**config.mk**
```make
export PLATFORM = sky130hd
export DESIGN_NAME = sdas_sequencer
export DESIGN_NICKNAME = d
export VERILOG_FILES = /design/src/rtl/sdas_pkg.sv /design/src/rtl/sdas_sequencer.sv
export SDC_FILE = /design/constraint.sdc
export NUM_CORES = 1
export LEC_CHECK = 0
export ABC_CLOCK_PERIOD_IN_PS = 3600
export BUFFER_PORTS_ARGS = -buffer_cell sky130_fd_sc_hd__buf_4
export CAP_MARGIN = 20
export CORE_MARGIN = 2
export CORE_UTILIZATION = 59
export DETAILED_ROUTE_END_ITERATION = 16
export HOLD_SLACK_MARGIN = 0.03
export PLACE_DENSITY = 0.9
export REMOVE_ABC_BUFFERS = 1
export SYNTH_ARGS = -nofsm -noshare
export SYNTH_HDL_FRONTEND = slang
export SYNTH_SLANG_ARGS = --single-unit
```
**constraint.sdc**
```tcl
create_clock -name core_clk -period 3.6 [get_ports core_clk]
set_input_delay 0.36 -clock core_clk [delete_from_list [all_inputs] [get_ports core_clk]]
set_output_delay 0.36 -clock core_clk [all_outputs]
set_load 0.01 [all_outputs]
```
**src/rtl/sdas_pkg.sv**
```systemverilog
// Notes on behaviour
// [RULE1] effective output is 11-bit signed two's complement
// [RULE2] differential codes span -1024 to +1023
// [RULE3] 13 raw bits, two LSBs for compensation
// [RULE4] power down after 160 idle cycles
// [RULE5] power up takes 40 cycles first
// [RULE6] single-shot converts once then shuts down
// [RULE7] 3-bit input config picks mode and buffering
// [RULE8] separate high and low alarm enables
// [RULE9] reference select split over two registers
// [RULE10] 4-bit input select picks analog source
// [RULE11] continuous select 0 single, 1 continuous
// [RULE12] reference output enable drives reference pin
// [RULE13] configure and start in one write
// [RULE14] go bit starts, holds, clears on completion
// [RULE15] conversion 5129 cycles, plus 40 power-up
// [RULE16] result in high byte and low [7:3]
// [RULE17] completion interrupt only with alarms disabled
// [RULE18] high alarm interrupt above high threshold
// [RULE19] low alarm interrupt below low threshold
// [RULE20] continuous repeats, overwrites result, interrupts each
// [RULE21] go clears after first; result every 256
// [RULE22] thresholds unsigned; negatives low alarm only
// [RULE23] status updated always, hardware sets, write-1 clears
// [RULE24] disabled converter raises no interrupt
// [RULE25] idle counter restarts on activity or request
package sdas_pkg;
   // ----------------------------------------------------------
   // register byte offsets
   // ----------------------------------------------------------
   localparam logic [4:0] OFF_CTRL0 = 5'h00;
   localparam logic [4:0] OFF_CTRL1 = 5'h04;
   localparam logic [4:0] OFF_RES_HI = 5'h08;
   localparam logic [4:0] OFF_RES_LO = 5'h0c;
   localparam logic [4:0] OFF_THR_HI = 5'h10;
   localparam logic [4:0] OFF_THR_LO = 5'h14;
   localparam logic [4:0] OFF_STATUS = 5'h18;
   // ----------------------------------------------------------
   // field positions
   // ----------------------------------------------------------
   localparam int C0_REFL = 4;
   localparam int C0_REFOUT = 5;
   localparam int C0_REPEAT = 6;
   localparam int C0_GO = 7;
   localparam int C1_HEN = 3;
   localparam int C1_LEN = 4;
   localparam int C1_REFH = 5;
   localparam int C1_HST = 6;
   localparam int C1_LST = 7;
   localparam int ST_PWR = 0;
   localparam int ST_BUSY = 1;
   // ----------------------------------------------------------
   // reset values and timing counts, in system clock cycles
   // ----------------------------------------------------------
   localparam logic [7:0] CTRL_RST = 8'h00;
   localparam logic [7:0] THR_HI_RST = 8'hff;
   localparam logic [7:0] THR_LO_RST = 8'h00;
   localparam int CONV_CYCLES_DEF = 5129;
   localparam int PWRUP_CYCLES = 40;
   localparam int IDLE_PD_CYCLES = 160;
   localparam int REPEAT_PERIOD = 256;
   localparam int CNT_W = 16;
   localparam int RES_W = 13;
   // ----------------------------------------------------------
   // sequencer states
   // ----------------------------------------------------------
   typedef enum logic [1:0] {
      SDAS_IDLE,
      SDAS_PWRUP,
      SDAS_CONV
   } sdas_state_t;
endpackage

```
**src/rtl/sdas_sequencer.sv**
```systemverilog
`timescale 1ns/10ps
module sdas_sequencer
   import sdas_pkg::*;
#(
   parameter int CONV_CYCLES = CONV_CYCLES_DEF
) (
   input wire logic core_clk,
   input wire logic resetn,
   input wire logic ce,
   input wire logic [4:0] avs_address,
   input wire logic avs_read,
   input wire logic avs_write,
   input wire logic [31:0] avs_writedata,
   input wire logic [3:0] avs_byteenable,
   output logic [31:0] avs_readdata,
   output logic avs_waitrequest,
   input wire logic [12:0] conv_data,
   output logic analog_power_up,
   output logic conv_active,
   output logic [3:0] input_select_field,
   output logic [2:0] input_config_field,
   output logic [1:0] reference_select,
   output logic reference_out_enable,
   output logic adc_irq
);

   // ----------------------------------------------------------
   // state record
   // ----------------------------------------------------------
   typedef struct packed {
      sdas_state_t state;
      logic [CNT_W-1:0] cnt;
      logic [7:0] idle_cnt;
      logic pwr;
      logic active;
      logic [3:0] in_sel;
      logic ref_lo;
      logic ref_out;
      logic rpt;
      logic go;
      logic [2:0] in_cfg;
      logic hen;
      logic len;
      logic ref_hi;
      logic hst;
      logic lst;
      logic [7:0] res_hi;
      logic [7:0] res_lo;
      logic [7:0] thr_hi;
      logic [7:0] thr_lo;
      logic done;
      logic irq;
      logic wreq;
      logic [31:0] rdata;
   } sdas_regs_t;

   localparam logic [CNT_W-1:0] CONV_LAST = CNT_W'(CONV_CYCLES - 1);
   localparam logic [CNT_W-1:0] PWRUP_LAST = CNT_W'(PWRUP_CYCLES - 1);
   localparam logic [CNT_W-1:0] REPEAT_LAST = CNT_W'(REPEAT_PERIOD - 1);
   localparam logic [7:0] IDLE_LAST = 8'(IDLE_PD_CYCLES - 1);

   sdas_regs_t s_q;
   sdas_regs_t s_d;

   logic fire;
   logic wr_ctrl0;
   logic wr_ctrl1;
   logic start_req;
   logic finish;
   logic hi_hit;
   logic lo_hit;
   logic [7:0] wbyte;

   // ----------------------------------------------------------
   // bus decode helpers
   // ----------------------------------------------------------
   assign fire = (avs_read | avs_write) & ~s_q.wreq;
   assign wbyte = avs_writedata[7:0];
   assign wr_ctrl0 = fire & avs_write & avs_byteenable[0] & (avs_address == OFF_CTRL0);
   assign wr_ctrl1 = fire & avs_write & avs_byteenable[0] & (avs_address == OFF_CTRL1);
   // go written in the same write that configures the channel
   assign start_req = wr_ctrl0 & wbyte[C0_GO]; // RULE13
   assign finish = (s_q.state == SDAS_CONV) && (s_q.cnt == '0);
   // thresholds compare against the eight bits below the sign
   assign hi_hit = ~conv_data[12] & (conv_data[11:4] > s_q.thr_hi); // RULE22
   assign lo_hit = conv_data[12] | (conv_data[11:4] < s_q.thr_lo); // RULE22

   // ----------------------------------------------------------
   // next-state logic
   // ----------------------------------------------------------
   always_comb begin
      s_d = s_q;
      if (ce) begin
         s_d.done = 1'b0;
         s_d.irq = 1'b0;
         // one wait cycle per access, then waitrequest drops
         s_d.wreq = ~((avs_read | avs_write) & s_q.wreq);
         if (avs_read & s_q.wreq) begin
            s_d.rdata = 32'h0;
            unique case (avs_address)
               OFF_CTRL0: s_d.rdata[7:0] = {s_q.go, s_q.rpt, s_q.ref_out, s_q.ref_lo,
                                            s_q.in_sel};
               OFF_CTRL1: s_d.rdata[7:0] = {s_q.lst, s_q.hst, s_q.ref_hi, s_q.len,
                                            s_q.hen, s_q.in_cfg};
               OFF_RES_HI: s_d.rdata[7:0] = s_q.res_hi;
               OFF_RES_LO: s_d.rdata[7:0] = s_q.res_lo;
               OFF_THR_HI: s_d.rdata[7:0] = s_q.thr_hi;
               OFF_THR_LO: s_d.rdata[7:0] = s_q.thr_lo;
               OFF_STATUS: s_d.rdata[ST_BUSY:ST_PWR] = {s_q.active, s_q.pwr};
               default: s_d.rdata = 32'h0;
            endcase
         end
         // configuration writes
         if (wr_ctrl0) begin
            s_d.in_sel = wbyte[3:0]; // RULE10
            s_d.ref_lo = wbyte[C0_REFL]; // RULE9
            s_d.ref_out = wbyte[C0_REFOUT]; // RULE12
            s_d.rpt = wbyte[C0_REPEAT]; // RULE11
         end
         if (wr_ctrl1) begin
            s_d.in_cfg = wbyte[2:0]; // RULE7
            s_d.hen = wbyte[C1_HEN]; // RULE8
            s_d.len = wbyte[C1_LEN]; // RULE8
            s_d.ref_hi = wbyte[C1_REFH]; // RULE9
            // alarm status is write-one-to-clear
            if (wbyte[C1_HST]) begin
               s_d.hst = 1'b0; // RULE23
            end
            if (wbyte[C1_LST]) begin
               s_d.lst = 1'b0; // RULE23
            end
         end
         if (fire & avs_write & avs_byteenable[0] & (avs_address == OFF_THR_HI)) begin
            s_d.thr_hi = wbyte;
         end
         if (fire & avs_write & avs_byteenable[0] & (avs_address == OFF_THR_LO)) begin
            s_d.thr_lo = wbyte;
         end
         // sequencer
         unique case (s_q.state)
            SDAS_IDLE: begin
               if (start_req) begin
                  s_d.go = 1'b1; // RULE14
                  s_d.active = 1'b1;
                  if (s_q.pwr) begin
                     s_d.state = SDAS_CONV;
                     s_d.cnt = CONV_LAST; // RULE15
                  end else begin
                     s_d.state = SDAS_PWRUP;
                     s_d.cnt = PWRUP_LAST; // RULE5
                  end
               end
            end
            SDAS_PWRUP: begin
               if (s_q.cnt == '0) begin
                  s_d.pwr = 1'b1; // RULE5
                  s_d.state = SDAS_CONV;
                  s_d.cnt = CONV_LAST; // RULE15
               end else begin
                  s_d.cnt = s_q.cnt - 1'b1;
               end
            end
            SDAS_CONV: begin
               if (finish) begin
                  // 13 raw bits: 11 effective plus two compensation bits
                  s_d.res_hi = conv_data[12:5]; // RULE1 RULE2 RULE3 RULE16 RULE20
                  s_d.res_lo = {conv_data[4:0], 3'h0}; // RULE16
                  s_d.go = 1'b0; // RULE14 RULE21
                  s_d.done = 1'b1;
                  // interrupt only leaves while the converter is running
                  s_d.irq = (~s_q.hen & ~s_q.len) // RULE17 RULE24
                     | (s_q.hen & hi_hit) // RULE18
                     | (s_q.len & lo_hit); // RULE19
                  if (s_q.rpt & ~(wr_ctrl0 & ~wbyte[C0_REPEAT])) begin
                     s_d.cnt = REPEAT_LAST; // RULE20 RULE21
                  end else begin
                     s_d.state = SDAS_IDLE; // RULE6
                     s_d.active = 1'b0;
                  end
               end else begin
                  s_d.cnt = s_q.cnt - 1'b1;
               end
            end
            default: s_d.state = SDAS_IDLE;
         endcase
         // set wins over a write-one clear in the same cycle
         if (finish & hi_hit) begin
            s_d.hst = 1'b1; // RULE23
         end
         if (finish & lo_hit) begin
            s_d.lst = 1'b1; // RULE23
         end
         // idle run counter and automatic power-down
         if (s_q.state != SDAS_IDLE || start_req || !s_q.pwr) begin
            s_d.idle_cnt = 8'h0; // RULE25
         end else if (s_q.idle_cnt == IDLE_LAST) begin
            s_d.pwr = 1'b0; // RULE4
            s_d.idle_cnt = 8'h0;
         end else begin
            s_d.idle_cnt = s_q.idle_cnt + 1'b1;
         end
      end
   end

   // ----------------------------------------------------------
   // state register
   // ----------------------------------------------------------
   always_ff @(posedge core_clk or negedge resetn) begin
      if (!resetn) begin
         s_q <= '{state: SDAS_IDLE, cnt: '0, idle_cnt: 8'h0, pwr: 1'b0, active: 1'b0,
                  in_sel: 4'h0, ref_lo: 1'b0, ref_out: 1'b0, rpt: 1'b0, go: 1'b0,
                  in_cfg: 3'h0, hen: 1'b0, len: 1'b0, ref_hi: 1'b0, hst: 1'b0,
                  lst: 1'b0, res_hi: CTRL_RST, res_lo: CTRL_RST, thr_hi: THR_HI_RST,
                  thr_lo: THR_LO_RST, done: 1'b0, irq: 1'b0, wreq: 1'b1,
                  rdata: 32'h0};
      end else begin
         s_q <= s_d;
      end
   end

   // ----------------------------------------------------------
   // outputs, all straight from the state record
   // ----------------------------------------------------------
   assign avs_readdata = s_q.rdata;
   assign avs_waitrequest = s_q.wreq;
   assign analog_power_up = s_q.pwr;
   assign conv_active = s_q.active;
   assign input_select_field = s_q.in_sel;
   assign input_config_field = s_q.in_cfg;
   assign reference_select = {s_q.ref_hi, s_q.ref_lo};
   assign reference_out_enable = s_q.ref_out;
   assign adc_irq = s_q.irq;
endmodule // sdas_sequencer

```
[Yosys cells after proc, flatten, opt, wreduce, memory -nomap -nowiden]
Cells that the tools add are included.
Word-level totals
  flip-flop bits (word level): 83
  word-level logic and storage cells: 127
Cells by class
  $add $sub $neg: 2
  magnitude comparators: 2
  equality and inequality tests: 14
  muxes and demuxes: 31
  bitwise logic cells: 29
  reductions and logical operators: 26
Operator list (count)
  $mux 16: 3
  $pmux 16 s3: 1
  $mux 18: 2
  $pmux 6 s6: 1
  $and 1x1->1: 18
  $logic_not 16->1: 1
  $mux 8: 2
  $sub 16x1->16 const B: 1
  $eq 5x5->1 const B: 3
  $mux 1: 14
  $pmux 2 s6: 1
  $reduce_bool 2->1: 6
  $eq 5x4->1 const B: 2
  $reduce_and 2->1: 5
  $reduce_and 5->1: 2
  $reduce_and 3->1: 3
  $add 8x1->8 const B: 1
  $eq 8x8->1 const B: 1
  $gt 8x8->1: 1
  $lt 8x8->1: 1
  $mux 2: 4
  $ne 2x2->1 const B: 4
  $reduce_and 4->1: 2
  $not 1->1: 7
  other kinds (13): 18

[Logic depth before layout (Yosys ltp)]
Gate-level depths: netlist of run 1.
  depth after elaboration: 11
  gate-level depth with buffers: 10
  depth with buffers taken out: 8

[Worst setup path before layout of run 1]
Ideal clock, no wire load.
  path type: register -> register
  start: register s_q[100] in the netlist's numbering
  end: register s_q[98] in the netlist's numbering
  setup time: 124 ps
  data arrival time: 1983 ps
  required time: 3476 ps
  path slack: 1493 ps
  cell stages (with the launch flop): 8
  cell sequence: dfrtp_1 -> buf_6 -> or3_4 -> nor3b_4 -> a21boi_1 -> o2111ai_2 -> a21oi_2 -> a211o_1
Between the ends
  longest elaborated chain between the ends: 4
  elaborated cells between the ends (all ways): 7
  classes of those cells: 1 x eq/ne; 3 x mux; 3 x reduce/logical
RTL lines
  start, declared: line sdas_sequencer.sv:62  | sdas_regs_t s_q;
  start signal, assigned: line sdas_sequencer.sv:210  | s_q <= '{state: SDAS_IDLE, cnt: '0, idle_cnt: 8'h0, pwr: 1'b0, active: 1'b0,
  $logic_not 16->1 (*): line sdas_sequencer.sv:83, sdas_sequencer.sv:155
  $logic_and 1x1->1: line sdas_sequencer.sv:83  | assign finish = (s_q.state == SDAS_CONV) && (s_q.cnt == '0);
  $ne 3x2->1 (no source line) / $mux 16 (equally long branches)
  $reduce_and 4->1 (no source line) / $pmux 16 s3 (equally long branches)
Every way passes the cells marked *; elsewhere a longest branch is shown, timed or not.
A chain may end at the register's enable or synchronous reset.

[Final worst setup path of run 1]
  start: register s_q, in the netlist avs_waitrequest
  end: register s_q[95] in the netlist's numbering
Between the ends
  longest elaborated chain between the ends: 10
  elaborated cells between the ends (all ways): 12
  classes of those cells: 2 x eq/ne; 9 x bitwise; 1 x reduce/logical
RTL lines
  $not 1->1 (*): line sdas_sequencer.sv:77  | assign fire = (avs_read | avs_write) & ~s_q.wreq;
  $and 1x1->1 (*): line sdas_sequencer.sv:77
  $and 1x1->1 (*) (3 in a row): line sdas_sequencer.sv:79  | assign wr_ctrl0 = fire & avs_write & avs_byteenable[0] & (avs_address == OFF_CTRL0);
  $and 1x1->1: line sdas_sequencer.sv:174  | if (s_q.rpt & ~(wr_ctrl0 & ~wbyte[C0_REPEAT])) begin
  $not 1->1: line sdas_sequencer.sv:174
  $and 1x1->1: line sdas_sequencer.sv:174
  $ne 3x2->1 (no source line)
  $reduce_and 4->1 (no source line) (*)
Marks and branches as above.

==> results of run 1 <==
-- power groups by stage --
| stage | sequential [mW] | clock, mW | combinational [mW] |
|---|---|---|---|
| after floorplan | 1.29 | 0 | 0.857 |
| after CTS | 1.31 | 0.768 | 1.17 |
| after global routing | 1.34 | 0.809 | 1.31 |
| after global placement | 1.30 | 0 | 1.10 |
| final | 1.31 | 0.762 | 1.18 |
| after detailed placement | 1.32 | 0 | 1.15 |
-- worst max path at each step --
stage,from,slack (ps),cells past startpoint,to
after floorplan,s_q[96],1370,6,s_q[93]
after global placement,avs_address[2],980,7,s_q[94]
after global routing,s_q[109],690,8,s_q[93]
final,avs_waitrequest,900,6,s_q[95]
after detailed placement,avs_address[2],820,7,s_q[95]
after CTS,avs_waitrequest,920,6,s_q[95]
-- worst max-delay path: stages (launching register included) --
cell	delay (ps)
dfstp_2	390
and3b_1	430
a41oi_1	270
nor2_1	370
nand2_1	460
nor3_1	550
a211o_1	180
-- cell usage in the layout (no fill, tap or decap), drive strengths merged, types with 4 or more instances in the layout --
cell type / instances
a22o: 6
buf: 59
ha: 21
nand2: 50
dfrtp: 74
nand4: 8
nor2b: 6
a211o: 6
a21oi: 24
clkbuf: 10
nand2b: 4
conb: 24
mux2: 38
nor4: 6
o21ai: 45
dfstp: 9
nor2: 24
or3: 4
a22oi: 5
nor3: 6
inv: 26
a21o: 8
nand3: 13
-- stage by stage --
stage / cell area [um^2] / power (mW) / util [%] / setup WS [ps] / hold slack [ps]
final: 5410 / 3.25 / 66.5 / 895 / 222
after global routing: 5410 / 3.46 / 66.5 / 689 / 221
after CTS: 5380 / 3.24 / 66.1 / 925 / 209
after detailed placement: 5150 / 2.48 / 63.3 / 825 / 466
after global placement: 5150 / 2.40 / 63.3 / 983 / 460
after floorplan: 4580 / 2.14 / - / 1370 / 64.4
-- registers in the layout, summed over array words and instances, names as in the netlist --
| signal | cells |
|---|---|
| s_q | 61 |
| avs_readdata | 8 |
| input_select_field | 4 |
| input_config_field | 3 |
| reference_select | 2 |
| adc_irq | 1 |
| analog_power_up | 1 |
| avs_waitrequest | 1 |
| conv_active | 1 |
| reference_out_enable | 1 |
-- cell type report --
class | count | area, um^2
clock buffer | 10 | 138
clock inverter | 6 | 88.8
fill | 588 | 2730
inverter | 26 | 97.6
multi-input combinational | 352 | 2400
sequential | 83 | 2090
tap | 105 | 131
timing repair buffer | 60 | 465
-- layer usage --
| metal | share of wire, % | global-route usage (%) |
|---|---|---|
| met5 | 0 | 0 |
| met4 | 2.6 | 9.54 |
| met3 | 7.8 | 4.51 |
| met2 | 48 | 41.6 |
| met1 | 41 | 35.8 |
-- kinds of logic (layout without fill, tap and decap cells) --
| kind of cell | after synthesis | after routing | share of synthesized area (%) |
|---|---|---|---|
| xor+xnor | 5 | 5 | 0.895 |
| buf+inv | 85 | 102 | 10.2 |
| simple gates | 134 | 134 | 14.4 |
| compound gates | 128 | 128 | 17.3 |
| mux | 40 | 40 | 9.15 |
| fa+ha+maj | 21 | 21 | 5.37 |
| flops | 83 | 83 | 42.7 |
| other cells | 1 | 24 | 0.0766 |
==> run summary, run 1 <==
clock skew = 12.4 ps
Reg2Reg Depth = 6
CTS H-tree depth = 3
setup repair bufs after CTS = 0
Ys Warns = 0
final slew viol count = 0
Num Clock Sinks = 83
Pwr per Cell Area = 602 nW/um^2
top cells by area, synth = dfrtp_1, mux2_2, buf_4
Leakage = 2.62 nW
Worst VDD drop = 0.353 mV
r2r setup slk = 900 ps
Worst Setup Path Type = reg -> reg
CP Max Fanout = 20
die area = 9040 um^2
Antenna diodes = 0
post-layout min period = 2700 ps
GPL Wtd Cong = 0.899
Post-synth EDFFs = 0
port bufs = 53
CTS tree = built
initial antenna violation count = 0
DR WL/cell = 17.4 um
HP Class = in -> reg
synthesis-to-finish area growth = 10.4%
Slew HR = 55.8%
Post-Syn Instances = 497
Ports = 105
Rows = 33
GRT Residual Overflow = 0
Die Y = 95.1 um
Worst R2R Start = avs_waitrequest
share of layout cells above drive strength 1 = 24.0%
status = finished, final reports clean
Inst Count DP = 624
Synth Cell Area = 4900 um^2
DRT Wirelength = 11100 um
Worst setup EP type = flop
Critical Path RT = 3900 ps
largest area contributor in the netlist = dfrtp_1
Seq cells post-synth = 83
largest net degree at the start of global routing = 84
Max Freq = 370 MHz
switch share = 37.2%
max cap viols = 0
Via density = 6.04
first-pass GRT wire length = 18200 um
GRT Util Overall = 26.0%
Root Driver = clkbuf_8
DRT Pass-1 Iters = 6
cts hold-fix bufs = 0
post-route ant nets = 0
Hold EP = s_q[56]
Layout Nets = 612
total clock buffers created by CTS = 9
vias in the first global route = 3699
Clock power frac = 23.4%
DRC viols = 0
Die X = 95.1 um
Avg Inst Size Synth = 9.85 um^2
Starting Density = 60.2%
final period utilization = 75.1%
critical path launch point type = flop
crit path DAT = 3010 ps
final setup vio count = 0
measured slew at the worst slew-check pin = 661 ps
hold path startpoint = conv_data[2]
Primary FF master, synth = dfrtp_1
Comb power frac = 36.3%
Cell variety after synth = 72
Sw Pwr = 1.21 mW
Detailed Place HPWL = 7700 um
Cells on Worst Hold Path = 2
Internal = 2.04 mW
Core ar. = 8130 um^2
FF-to-FF End = s_q[95]
Seq pwr share = 40.3%
Resized cells post-CTS = 0
count leader, synth = dfrtp_1
Max Root-Sink Buffers = 2
sequential-to-total area share from yosys stat = 42.7%
Worst-path clk slew = 90 ps
RSZ-0062 raised after global routing = no
DR iter-0 viols = 437
post-synth top area share = 37.8%
commonest cells in the netlist = dfrtp_1, nand2_1, buf_4, o21ai_0, mux2_2
non-filler instance count after layout = 642
vias post-DR = 3875
setup TNS = 0 ps
asr flop ratio synth = 100%
worst skew pair latency = 360 ps
Final Hold Vio Count = 0
Power figures use the tool's default switching activity.
==> run 2: changes to the inputs <==
- ABC_CLOCK_PERIOD_IN_PS: 3600 -> 2300
- CORE_UTILIZATION: 59 -> 50
- PLACE_DENSITY: 0.9 -> 0.82
- clock period: 3.6 -> 2.3 ns (I/O delays scaled with it)
==> run 2 against run 1 <==
Effect of this change: maximum frequency grew 25%; utilization shrank 9.0 points; clock skew about the same; total power grew 57%; sequential share of layout area fell by 0.92 points; critical path depth up 1; non-clock buffer count increased by 17; final cell count rose by 7.0%; first-iteration DRC count increased by 4.1%.
==> run summary, run 2 (same netlist as run 1, synthesis figures left out) <==
status = finished, final reports clean
critical path launch point type = flop
largest net degree at the start of global routing = 38
worst skew pair latency = 360 ps
crit-path cells = or3_4 -> nor3b_4 -> buf_4 -> nand2_2 -> a221oi_2 -> nor2_1 -> a21oi_1
clock skew = 12.3 ps
total power = 5.10 mW
Core ar. = 9640 um^2
post-route cell area = 5540 um^2
share of layout cells above drive strength 1 = 26.2%
Num Clock Sinks = 83
r2r setup slk = 140 ps
Die X = 103 um
Slew HR = 55.9%
CTS H-tree depth = 3
post-route ant nets = 0
DR iter-0 viols = 455
post-layout min period = 2160 ps
Worst setup EP type = flop
Resized cells post-CTS = 0
Max Freq = 463 MHz
Pwr per Cell Area = 921 nW/um^2
Worst-path clk slew = 90 ps
total clock buffers created by CTS = 9
Starting Density = 50.8%
final setup vio count = 0
Die Y = 103 um
crit path DAT = 2430 ps
most frequent cells in the layout = buf_4, dfrtp_1, nand2_1
initial antenna violation count = 0
CTS tree = built
GPL Wtd Cong = 0.914
FF-to-FF End = s_q[110]
Placement Cell Area = 5330 um^2
Via density = 5.63
HP Class = in -> reg
final period utilization = 93.9%
hold path startpoint = conv_data[0]
Ports = 105
max cap viols = 0
CP delay by family, top = simple AND/OR/NAND/NOR gates
DR WL/cell = 16.2 um
CP Max Fanout = 8
DRC viols = 0
Rows = 36
measured slew at the worst slew-check pin = 660 ps
Antenna diodes = 0
DRT Pass-1 Iters = 5
Reg2Reg Depth = 7
Worst Setup Path Type = reg -> reg
Worst Setup SP = s_q[101]
Critical Path RT = 2570 ps
DRT Wirelength = 11100 um
most common cell after layout, fill and taps aside = buf_4
Leakage = 2.68 nW
Worst VDD drop = 0.430 mV
GRT Residual Overflow = 0
Max Root-Sink Buffers = 2
first-pass GRT wire length = 18500 um
CP bufs+invs = 1
Cells on Worst Hold Path = 2
setup TNS = 0 ps
CP max stage delay = 420 ps
Top reg by flops = s_q
die area = 10600 um^2
vias in the first global route = 3783
Root Driver = clkbuf_8
max reg flops = 61
Final Hold Vio Count = 0
port bufs = 53
GRT Util Overall = 22.4%
final slew viol count = 0
Hold EP = s_q[54]
synthesis-to-finish area growth = 13.1%
RSZ-0062 raised after global routing = no
Detailed Place HPWL = 8120 um
slowest cell on the critical path = dfrtp_1
Worst R2R Start = s_q[101]
WP depth = 7
Layout Nets = 629
vias post-DR = 3867
==> run 2: worst max path at each step <==
stage / end
after global placement: s_q[110]
after floorplan: s_q[93]
after CTS: s_q[110]
after global routing: s_q[110]
after detailed placement: s_q[110]
final: s_q[110]
==> run 2: worst reg2reg max path, cell delays in order, from the launching register on <==
cell	delay [ps]
dfrtp_1	420
or3_4	420
nor3b_4	320
buf_4	200
nand2_2	120
a221oi_2	390
nor2_1	70
a21oi_1	140
==> run 2: power breakdown <==
group / internal (mW) / switching, mW
combinational: 0.904 / 1.10
clock: 0.504 / 0.548
sequential: 1.78 / 0.267
total: 3.18 / 1.91
==> run 2: cell type report <==
| cell class | count | area (um^2) |
|---|---|---|
| Clock buffer | 10 | 128 |
| Inverter | 26 | 97.6 |
| Tap cell | 133 | 166 |
| Fill cell | 823 | 4100 |
| Sequential cell | 83 | 2090 |
| Timing Repair Buffer | 77 | 593 |
| Clock inverter | 6 | 67.6 |
| Multi-Input combinational cell | 352 | 2400 |
==> run 2: routing by layer <==
| metal | part of all wire, % | global-route usage [%] | routed length [um] | vias up |
|---|---|---|---|---|
| met2 | 47 | 34.8 | 5190 | 135 |
| met1 | 45 | 32.6 | 5050 | 1898 |
| li1 | - | - | - | 1815 |
| met4 | 2.0 | 7.89 | 225 | 0 |
| met3 | 6.1 | 2.58 | 680 | 19 |
| met5 | 0 | 0 | 0 | - |
==> run 2: stage by stage <==
stage | hold WS, ps | instances | utilization, % | worst slack (ps)
floorplan | -65.6 | 461 | - | 71.4
global placement | 214 | 670 | 55.3 | 225
detailed placement | 220 | 670 | 55.3 | 153
CTS | 90.9 | 687 | 57.4 | 158
global route | 95.2 | 687 | 57.4 | 18.0
finish | 105 | 687 | 57.4 | 140
==> run 2: timing repair <==
item                                   4_1_cts  5_1_grt
hold buffers                                 1        0
buffers inserted                             0        0
endpoints found under the hold margin       31        0
